File: config.mk
export PLATFORM = sky130hd
export DESIGN_NAME = iasc_top
export DESIGN_NICKNAME = d
export VERILOG_FILES = /design/src/hw/iasc_pkg.sv /design/src/hw/iasc_top.sv
export SDC_FILE = /design/constraint.sdc
export NUM_CORES = 1
export LEC_CHECK = 0
export BUFFER_PORTS_ARGS = -buffer_cell sky130_fd_sc_hd__buf_2
export CAP_MARGIN = 20
export CORE_ASPECT_RATIO = 0.6
export CORE_MARGIN = 8
export CORE_UTILIZATION = 45
export DETAILED_ROUTE_END_ITERATION = 16
export PLACE_DENSITY_LB_ADDON = 0.05
export SLEW_MARGIN = 30
export SYNTH_ARGS = -nofsm -noshare
export SYNTH_HDL_FRONTEND = slang
export SYNTH_SLANG_ARGS = --single-unit
File: constraint.sdc
create_clock -name core_clk -period 2.1 [get_ports core_clk]
set_clock_uncertainty 0.05 [all_clocks]
set_input_delay 0.315 -clock core_clk [delete_from_list [all_inputs] [get_ports core_clk]]
set_output_delay 0.315 -clock core_clk [all_outputs]
set_load 0.05 [all_outputs]
File: src/hw/iasc_pkg.sv
// package for the image front end sampling and clamp control block
`default_nettype none
package iasc_pkg;
  // operating modes
  typedef enum logic [1:0] {
    IASC_MODE_PIXEL = 2'b00,
    IASC_MODE_MONO  = 2'b01,
    IASC_MODE_LINE  = 2'b10
  } iasc_mode_t;

  // colour input selection
  typedef enum logic [1:0] {
    IASC_RED   = 2'b00,
    IASC_GREEN = 2'b01,
    IASC_BLUE  = 2'b10
  } iasc_colour_t;

  // output word formats
  typedef enum logic [1:0] {
    IASC_FMT_PAR14  = 2'b00,
    IASC_FMT_8P6    = 2'b01,
    IASC_FMT_7P7    = 2'b10,
    IASC_FMT_NIBBLE = 2'b11
  } iasc_fmt_t;

  // register map, word addressed
  localparam logic [3:0] IASC_ADDR_CTRL   = 4'h0;
  localparam logic [3:0] IASC_ADDR_CLAMP  = 4'h1;
  localparam logic [3:0] IASC_ADDR_OFS_R  = 4'h2;
  localparam logic [3:0] IASC_ADDR_GAIN_R = 4'h5;
  localparam logic [3:0] IASC_ADDR_STAT   = 4'h8;
  localparam logic [3:0] IASC_ADDR_DATA   = 4'h9;

  // control register fields
  localparam int IASC_CTRL_MODE_LSB = 0;
  localparam int IASC_CTRL_SEL_LSB  = 2;
  localparam int IASC_CTRL_ACYC_BIT = 4;
  localparam int IASC_CTRL_FMT_LSB  = 5;
  // clamp register fields
  localparam int IASC_CLP_CODE_LSB  = 0;
  localparam int IASC_CLP_POS_LSB   = 4;
  localparam int IASC_CLP_INT_BIT   = 6;
  localparam int IASC_CLP_RNG_BIT   = 7;
  localparam int IASC_CLP_EXT_BIT   = 8;

  // reset values
  localparam logic [8:0] IASC_CTRL_RST  = 9'h000;
  localparam logic [8:0] IASC_CLAMP_RST = 9'h000;
  localparam logic [7:0] IASC_OFS_RST   = 8'h80;
  localparam logic [7:0] IASC_GAIN_RST  = 8'h00;

  // clamp pulse timing in master clocks after strobe
  localparam logic [2:0] IASC_CLAMP_BASE = 3'h1;
  localparam logic [2:0] IASC_CLAMP_LEN  = 3'h2;

  // one converted sample with its colour
  typedef struct packed {
    logic [13:0] word;
    logic [1:0]  colour;
  } iasc_sample_t;
endpackage
`default_nettype wire

File: src/hw/iasc_top.sv
// sampling, clamp and output format control for the image front end
`default_nettype none
//
// Contract
// pixel mode samples red, green, blue together, one channel each
// pixel mode converts all three channels within one pixel period
// mono mode samples one register selected input in its own channel
// line mode routes the selected input through the red channel
// auto-cycle pulses step input and gain/offset red, green, blue, red
// line mode input sequence may also be set by register writes
// line mode powers down green and blue channels
// clamp pulse derived from master clock and pixel strobe
// clamp switch closed exactly while clamp pulse is active
// without auto-cycle the pin decides clamping per pixel
// pin level captured on clock edge inside the pixel strobe
// captured high gives clamp on next reset level, low suppresses
// two-bit position field shifts clamp pulse timing
// with auto-cycle an internal enable bit decides clamping
// clamp reference DAC code comes from four-bit voltage field
// range bit widens clamp DAC range and step
// external reference bit disables the internal clamp DAC
// each channel has own eight-bit offset and gain settings
// 14-bit result given parallel or as 8+6, 7+7, 4+4+4+2 phases
// all configuration lives in control registers written by host
// format code 00 parallel, 01 8+6, 10 7+7, 11 nibbles
// after reset auto-cycle starts at red with red gain and offset
module iasc_top
  import iasc_pkg::*;
#(
  parameter int DATA_W = 14            // converter word width
) (
  input  wire logic        core_clk,     // master clock
  input  wire logic        rst_b,        // asynchronous reset, active low
  input  wire logic        clk_en,       // freezes all state while low
  input  wire logic        pixel_sample_strobe,    // pixel strobe
  input  wire logic        clamp_or_autocycle_pin, // clamp or cycle pin
  input  wire logic [DATA_W-1:0] adc_word, // raw converter result
  input  wire logic        adc_overrange, // input over range flag
  input  wire logic [3:0]  reg_addr,     // register word address
  input  wire logic [15:0] reg_wdata,    // register write data
  input  wire logic        reg_wr,       // write strobe
  input  wire logic        reg_rd,       // read strobe
  output logic      [15:0] reg_rdata,    // read data, cycle after strobe
  output logic      [2:0]  sample_en,    // per input sample switches
  output logic      [1:0]  adc_mux,      // channel into converter
  output logic      [2:0]  chan_pwr,     // channel power enables
  output logic             internal_clamp_pulse, // clamp switch drive
  output logic      [3:0]  clamp_reference_dac, // dac code
  output logic             clamp_dac_range_select, // dac range
  output logic             dac_enable,   // internal dac enabled
  output logic      [7:0]  offset_code,  // offset for colour in use
  output logic      [7:0]  gain_code,    // gain for colour in use
  output logic      [13:0] data_out,     // formatted output pins
  output logic      [1:0]  out_phase     // current output phase
);
  // the formatter slices fixed fields, so only 14-bit words are served
  if (DATA_W != 14) begin : g_width_check
    $error("iasc_top supports 14-bit words only");
  end

  logic [8:0]  ctrl_q;
  logic [8:0]  clamp_q;
  logic [7:0]  ofs_q  [3];
  logic [7:0]  gain_q [3];
  logic [1:0]  cyc_sel_q;
  logic        strobe_q;
  logic        clamp_req_q;
  logic [2:0]  clamp_cnt_q;
  logic        clamp_run_q;
  logic        pin_q;
  logic [1:0]  conv_q;
  iasc_sample_t hold_q;
  logic        ovr_q;

  iasc_mode_t mode;
  iasc_fmt_t  fmt;
  logic       acyc_on;
  logic [1:0] cur_sel;
  logic [1:0] cur_chan;
  logic       strobe_rise;
  logic       wr_sel_line;

  assign mode    = iasc_mode_t'(ctrl_q[IASC_CTRL_MODE_LSB +: 2]);
  assign fmt     = iasc_fmt_t'(ctrl_q[IASC_CTRL_FMT_LSB +: 2]);
  assign acyc_on = ctrl_q[IASC_CTRL_ACYC_BIT] && (mode == IASC_MODE_LINE);
  // auto-cycle state overrides the register choice in line mode
  assign cur_sel = acyc_on ? cyc_sel_q : ctrl_q[IASC_CTRL_SEL_LSB +: 2];
  // line mode always uses the red channel
  assign cur_chan = (mode == IASC_MODE_LINE) ? 2'(IASC_RED) :
                    (mode == IASC_MODE_PIXEL) ? conv_q : cur_sel;
  assign strobe_rise = pixel_sample_strobe && !strobe_q;
  assign wr_sel_line = reg_wr && (reg_addr == IASC_ADDR_CTRL);

  // colour decode used for sample switches and channel power enables
  function automatic logic [2:0] onehot(input logic [1:0] c);
    case (c)
      2'(IASC_RED):   onehot = 3'h1;
      2'(IASC_GREEN): onehot = 3'h2;
      2'(IASC_BLUE):  onehot = 3'h4;
      default:        onehot = 3'h1;
    endcase
  endfunction

  // next colour in the red, green, blue sequence
  function automatic logic [1:0] next_colour(input logic [1:0] c);
    next_colour = (c == 2'(IASC_BLUE)) ? 2'(IASC_RED) : c + 2'h1;
  endfunction

  // configuration registers
  always_ff @(posedge core_clk or negedge rst_b) begin
    if (!rst_b) begin
      ctrl_q  <= IASC_CTRL_RST;
      clamp_q <= IASC_CLAMP_RST;
    end else if (clk_en && reg_wr) begin
      if (reg_addr == IASC_ADDR_CTRL) begin
        ctrl_q <= reg_wdata[8:0];
      end else if (reg_addr == IASC_ADDR_CLAMP) begin
        clamp_q <= reg_wdata[8:0];
      end
    end
  end

  // per channel offset and gain settings
  for (genvar i = 0; i < 3; i++) begin : g_chan
    always_ff @(posedge core_clk or negedge rst_b) begin
      if (!rst_b) begin
        ofs_q[i]  <= IASC_OFS_RST;
        gain_q[i] <= IASC_GAIN_RST;
      end else if (clk_en && reg_wr) begin
        if (reg_addr == IASC_ADDR_OFS_R + 4'(i)) begin
          ofs_q[i] <= reg_wdata[7:0];
        end else if (reg_addr == IASC_ADDR_GAIN_R + 4'(i)) begin
          gain_q[i] <= reg_wdata[7:0];
        end
      end
    end
  end

  // auto-cycle colour pointer, reset to red
  always_ff @(posedge core_clk or negedge rst_b) begin
    if (!rst_b) begin
      cyc_sel_q <= 2'(IASC_RED);
    end else if (clk_en) begin
      if (wr_sel_line) begin
        cyc_sel_q <= reg_wdata[IASC_CTRL_SEL_LSB +: 2];
      end else if (acyc_on && strobe_rise && clamp_or_autocycle_pin) begin
        cyc_sel_q <= next_colour(cyc_sel_q);
      end
    end
  end

  // strobe edge tracking and pin capture during the strobe
  always_ff @(posedge core_clk or negedge rst_b) begin
    if (!rst_b) begin
      strobe_q    <= 1'b0;
      clamp_req_q <= 1'b0;
    end else if (clk_en) begin
      strobe_q <= pixel_sample_strobe;
      if (strobe_rise) begin
        if (acyc_on) begin
          clamp_req_q <= clamp_q[IASC_CLP_INT_BIT];
        end else begin
          clamp_req_q <= clamp_or_autocycle_pin;
        end
      end
    end
  end

  // clamp pulse placed by the position field after the strobe
  always_ff @(posedge core_clk or negedge rst_b) begin
    if (!rst_b) begin
      clamp_cnt_q <= 3'h0;
      clamp_run_q <= 1'b0;
      pin_q       <= 1'b0;
    end else if (clk_en) begin
      if (strobe_rise) begin
        clamp_cnt_q <= 3'h0;
        clamp_run_q <= 1'b1;
      end else if (clamp_run_q) begin
        clamp_cnt_q <= clamp_cnt_q + 3'h1;
        if (clamp_cnt_q == 3'h7) begin
          clamp_run_q <= 1'b0;
        end
      end
      // pulse window: base plus position, fixed length
      pin_q <= clamp_run_q && clamp_req_q &&
               (clamp_cnt_q >= IASC_CLAMP_BASE +
                  {1'b0, clamp_q[IASC_CLP_POS_LSB +: 2]}) &&
               (clamp_cnt_q < IASC_CLAMP_BASE + IASC_CLAMP_LEN +
                  {1'b0, clamp_q[IASC_CLP_POS_LSB +: 2]});
    end
  end

  // converter channel sequence, three slots per pixel in pixel mode
  always_ff @(posedge core_clk or negedge rst_b) begin
    if (!rst_b) begin
      conv_q <= 2'(IASC_RED);
    end else if (clk_en) begin
      if (strobe_rise || mode != IASC_MODE_PIXEL) begin
        conv_q <= 2'(IASC_RED);
      end else if (conv_q != 2'(IASC_BLUE)) begin
        conv_q <= next_colour(conv_q);
      end
    end
  end

  // analogue path controls
  always_ff @(posedge core_clk or negedge rst_b) begin
    if (!rst_b) begin
      sample_en              <= 3'h0;
      adc_mux                <= 2'h0;
      chan_pwr               <= 3'h0;
      internal_clamp_pulse   <= 1'b0;
      clamp_reference_dac    <= 4'h0;
      clamp_dac_range_select <= 1'b0;
      dac_enable             <= 1'b0;
      offset_code            <= IASC_OFS_RST;
      gain_code              <= IASC_GAIN_RST;
    end else if (clk_en) begin
      case (mode)
        IASC_MODE_PIXEL: begin
          sample_en <= 3'h7;
          chan_pwr  <= 3'h7;
        end
        IASC_MODE_MONO: begin
          sample_en <= onehot(cur_sel);
          chan_pwr  <= onehot(cur_sel);
        end
        default: begin
          sample_en <= onehot(cur_sel);
          chan_pwr  <= 3'h1;
        end
      endcase
      adc_mux              <= cur_chan;
      internal_clamp_pulse <= pin_q;
      clamp_reference_dac  <= clamp_q[IASC_CLP_CODE_LSB +: 4];
      clamp_dac_range_select <= clamp_q[IASC_CLP_RNG_BIT];
      dac_enable           <= !clamp_q[IASC_CLP_EXT_BIT];
      // line mode takes settings of the selected colour
      offset_code <= ofs_q[(mode == IASC_MODE_LINE) ? cur_sel : cur_chan];
      gain_code   <= gain_q[(mode == IASC_MODE_LINE) ? cur_sel : cur_chan];
    end
  end

  // capture each result and step the output phases
  always_ff @(posedge core_clk or negedge rst_b) begin
    if (!rst_b) begin
      hold_q    <= '0;
      ovr_q     <= 1'b0;
      out_phase <= 2'h0;
    end else if (clk_en) begin
      if (out_phase == 2'h0) begin
        hold_q.word   <= adc_word;
        hold_q.colour <= (mode == IASC_MODE_PIXEL) ? conv_q : cur_sel;
        ovr_q         <= adc_overrange;
      end
      case (fmt)
        IASC_FMT_PAR14:  out_phase <= 2'h0;
        IASC_FMT_NIBBLE: out_phase <= out_phase + 2'h1;
        default:         out_phase <= {1'b0, ~out_phase[0]};
      endcase
    end
  end

  // output word formatting, flag bit marks green
  logic cc;
  assign cc = (hold_q.colour == 2'(IASC_GREEN));
  always_ff @(posedge core_clk or negedge rst_b) begin
    if (!rst_b) begin
      data_out <= 14'h0000;
    end else if (clk_en) begin
      case (fmt)
        IASC_FMT_PAR14: data_out <= adc_word;
        IASC_FMT_8P6: begin
          data_out <= (out_phase == 2'h0) ?
            {hold_q.word[13:6], 6'h00} :
            {hold_q.word[5:0], cc, ovr_q, 6'h00};
        end
        IASC_FMT_7P7: begin
          data_out <= (out_phase == 2'h0) ?
            {hold_q.word[13:7], cc, 6'h00} :
            {hold_q.word[6:0], ovr_q, 6'h00};
        end
        default: begin
          case (out_phase)
            2'h0: data_out <= {hold_q.word[13:10], 10'h000};
            2'h1: data_out <= {hold_q.word[9:6], 10'h000};
            2'h2: data_out <= {hold_q.word[5:2], 10'h000};
            default: data_out <= {hold_q.word[1:0], cc, ovr_q, 10'h000};
          endcase
        end
      endcase
    end
  end

  // register read port
  always_ff @(posedge core_clk or negedge rst_b) begin
    if (!rst_b) begin
      reg_rdata <= 16'h0000;
    end else if (clk_en) begin
      if (!reg_rd) begin
        reg_rdata <= 16'h0000;
      end else if (reg_addr == IASC_ADDR_CTRL) begin
        reg_rdata <= {7'h00, ctrl_q};
      end else if (reg_addr == IASC_ADDR_CLAMP) begin
        reg_rdata <= {7'h00, clamp_q};
      end else if (reg_addr >= IASC_ADDR_OFS_R &&
                   reg_addr < IASC_ADDR_GAIN_R) begin
        reg_rdata <= {8'h00, ofs_q[2'(reg_addr - IASC_ADDR_OFS_R)]};
      end else if (reg_addr >= IASC_ADDR_GAIN_R &&
                   reg_addr < IASC_ADDR_STAT) begin
        reg_rdata <= {8'h00, gain_q[2'(reg_addr - IASC_ADDR_GAIN_R)]};
      end else if (reg_addr == IASC_ADDR_STAT) begin
        reg_rdata <= {11'h000, clamp_req_q, cyc_sel_q, cur_chan};
      end else if (reg_addr == IASC_ADDR_DATA) begin
        reg_rdata <= {2'h0, hold_q.word};
      end else begin
        reg_rdata <= 16'h0000;
      end
    end
  end
endmodule
`default_nettype wire

==> run summary <==
Status = finished clean
P_leak = 0.00439 uW
Postcts setup bufs = 0
Max cap viols = 0
Total negative slack = 0 ns
Gp weighted congestion = 0.880
Slowest CP cell = dfrtp_2
EDFF count, synth = 0
Buffers on Ports = 95
RSZ-0062 raised after global routing = no
Vias per cell = 5.82
WP data arrival = 2.25 ns
Register share of total power = 39.3%
Critical Path RT = 2.39 ns
Final Max Slew Viols = 0
Logic pwr share = 34.7%
Initial DRC Count = 552
Critical Path End Type = flip-flop
WHS Endpoint = ovr_q$_DFFE_PN0P_
Die Ht = 118 um
Wirelength per Cell = 22.0 um
Max Fclk = 511 MHz
Synth top area share = 48.4%
Post-synthesis instance total = 691
Initial antenna violation count = 1
Slew margin rel. = 56.6%
Distinct cells, synth = 54
Gr ovfl total = 0
Seq/Total Area, Yosys = 49.8%
Routed WL = 23.4 mm
Post-synth ARST share = 100%
Pwr Density = 1220 nW/um2
Final Net Count = 884
Multi-input logic area = 3620 um2
Reg-to-Reg End = gain_code[3]$_DFFE_PN0P_
Routed Antenna Nets = 0
Psw = 4610 uW
Peak supply drop = 0.538 mV
Hold WC Path Type = input port to flip-flop
Minimum clock period = 1.96 ns
Clock buffer depth = 2
Largest net degree at the start of global routing = 39
Startpoint Class = flip-flop
Antenna diodes = 0
First-pass GRT wire length = 37.1 mm
Cell area after synthesis = 7800 um2
CORE AREA = 17000 um2
CP max FO = 16
Cells on worst reg2reg path = 6
Switching portion of total power = 40.0%
Hpwl dp = 17.7 mm
Synth top area cells = dfrtp_1, mux2_2, mux2i_1
Area Growth Syn to Fin = 21.0%
Period utilization = 93.1%
Reg clk slew, reported paths = 0.06 ns
Starting Density = 45.8%
Reg2reg start = ctrl_q[1]$_DFFE_PN0P_
Clock share of power = 26.0%
#FFs+latches synth = 155
DIE AREA = 21900 um2
Worst hold stages = 2
Internal power = 6920 uW
Synth Flop Type = dfrtp_1
Clock Latency Late Sink = 0.43 ns
Final Hold Vio Count = 0
Number of fill cells = 1535
Reg area = 3890 um2
Cts bufs inserted = 17
Synth area leader = dfrtp_1
GRT Util Overall = 22.1%
Rows = 37
Chip Width = 186 um
Fin Hold WS = 0.0713 ns
Share of cells above drive strength 1 = 35.6%
Vias = 6193
Least-Margin Pin Slew = 0.645 ns
HP Start = adc_overrange
Crit Path Category = flip-flop to flip-flop
Critical path, cell by cell = and3b_2 -> a22o_1 -> a221o_1 -> or2_1 -> buf_6 -> o211ai_1
IO Count = 105
Vias in the first global route = 6382
Root Driver = clkbuf_16
H-tree levels = 4
CTS sink cnt = 155
Final setup fails = 0
Max incr delay on CP = 0.44 ns
CTS tree = done
Drt drc = 0
R2r setup slk = 0.14 ns
Yosys warns = 0
Syn Area/Cell = 11.3 um2
Drt pass-1 iters = 5
## what timing repair did
item / 4_1_cts / 5_1_grt
setup endpoints to repair: 0 / 7
hold buffers: 1 / 0
gates resized for setup: 0 / 4
endpoints found under the hold margin: 30 / 0
## worst max-delay path by stage
stage                                startpoint                        to  slack [ns]  cells past startpoint
after floorplan                     reg_addr[1]    clamp_q[0]$_DFFE_PN0P_       0.003                      9
after global placement              reg_addr[0]  reg_rdata[4]$_DFFE_PN0P_       -0.08                      7
after detailed placement            reg_addr[0]  reg_rdata[4]$_DFFE_PN0P_       -0.07                      7
after CTS                 ctrl_q[1]$_DFFE_PN0P_  gain_code[4]$_DFFE_PN0P_        0.08                      6
after global routing      ctrl_q[1]$_DFFE_PN0P_   chan_pwr[0]$_DFFE_PN0P_        0.01                      7
final                     ctrl_q[1]$_DFFE_PN0P_  gain_code[3]$_DFFE_PN0P_        0.14                      6
## worst max-delay path, delay by kind of cell, from the launching register on
family,cells,cell delay [ns]
DFF,1,0.44
buffers and inverters,1,0.18
AOI/OAI and AO/OA,3,0.71
and+or+nand+nor,2,0.49
## placed cells by master (no fill, tap or decap), types with 23 or more instances in the layout
cell / count
buf_4: 46
nor2_1: 26
mux2i_1: 32
dfrtp_1: 148
inv_1: 29
buf_2: 94
nand2_1: 52
o21ai_0: 56
mux2_2: 92
nand3_1: 23
## flip-flops by register name, summed over array words and instances (netlist names), 8 cells and up
| register | cells |
|---|---|
| reg_rdata | 14 |
| ctrl_q | 9 |
| ofs_q | 24 |
| hold_q | 16 |
| clamp_q | 9 |
| gain_q | 24 |
| data_out | 14 |
| gain_code | 8 |
| offset_code | 8 |
## final cells by class
| cell class | instances | area share, % |
|---|---|---|
| clock inverter | 12 | 1.21 |
| sequential | 155 | 41.2 |
| inverter | 31 | 1.23 |
| timing repair buffer | 148 | 10.0 |
| multi-input combinational | 465 | 38.4 |
| clock buffer | 20 | 4.84 |
| tap | 234 | 3.10 |
## cell usage after synthesis (4+ instances only)
master and number:
nor2_1 27, a22oi_1 17, a21oi_1 20, nor2b_1 6
o211ai_2 10, nand2b_1 6, nand3_1 23, nand2_1 52
buf_2 6, a221o_1 6, o21ai_0 56, ha_1 24
mux2i_1 32, mux2_2 92, a211oi_1 4, a222oi_1 5
clkbuf_1 25, buf_6 4, buf_4 4, o2bb2ai_1 6
and2_1 4, inv_1 30, dfrtp_1 151, a221oi_1 9
a22o_1 12, o211ai_1 13, dfstp_2 4
## per-layer routing
metal  track usage, %  routed length [um]  vias to the layer above  part of all wire [%]
li1                 -                   -                     2814                     -
met1             33.1               11500                     3159                    49
met2             30.7                9770                      196                    42
met3             5.73                1820                       22                   7.8
met4             5.83                 266                        2                   1.1
met5                0                  12                        -                 0.051
## stage by stage
stage	worst slack, ns	std cells	power, uW	cell area, um2	util, %
3_3_place_gp	-0.0793	1032	8440	8850	52.0
4_1_cts	0.0752	1065	11600	9430	55.4
2_1_floorplan	0.00321	692	7210	7840	-
6_report	0.145	1065	11500	9440	55.4
3_5_place_dp	-0.0709	1032	8550	8850	52.0
5_1_grt	0.00992	1065	12100	9440	55.4
## power groups by stage
stage	registers [uW]	clock network [uW]	logic, uW
2_1_floorplan	5340	0	1880
3_3_place_gp	4520	0	3930
3_5_place_dp	4550	0	4000
4_1_cts	4510	3050	4010
5_1_grt	4630	3180	4310
6_report	4530	2990	4000
## kinds of logic after synthesis
group	share of synthesized area (%)
adders and majority gates	3.85
DFF	49.8
and+or+nand+nor	8.58
muxes	17.4
other	0.0481
AOI/OAI and AO/OA	16.2
buffers and inverters	4.14
Note: power is estimated with default switching activity, not from simulation.
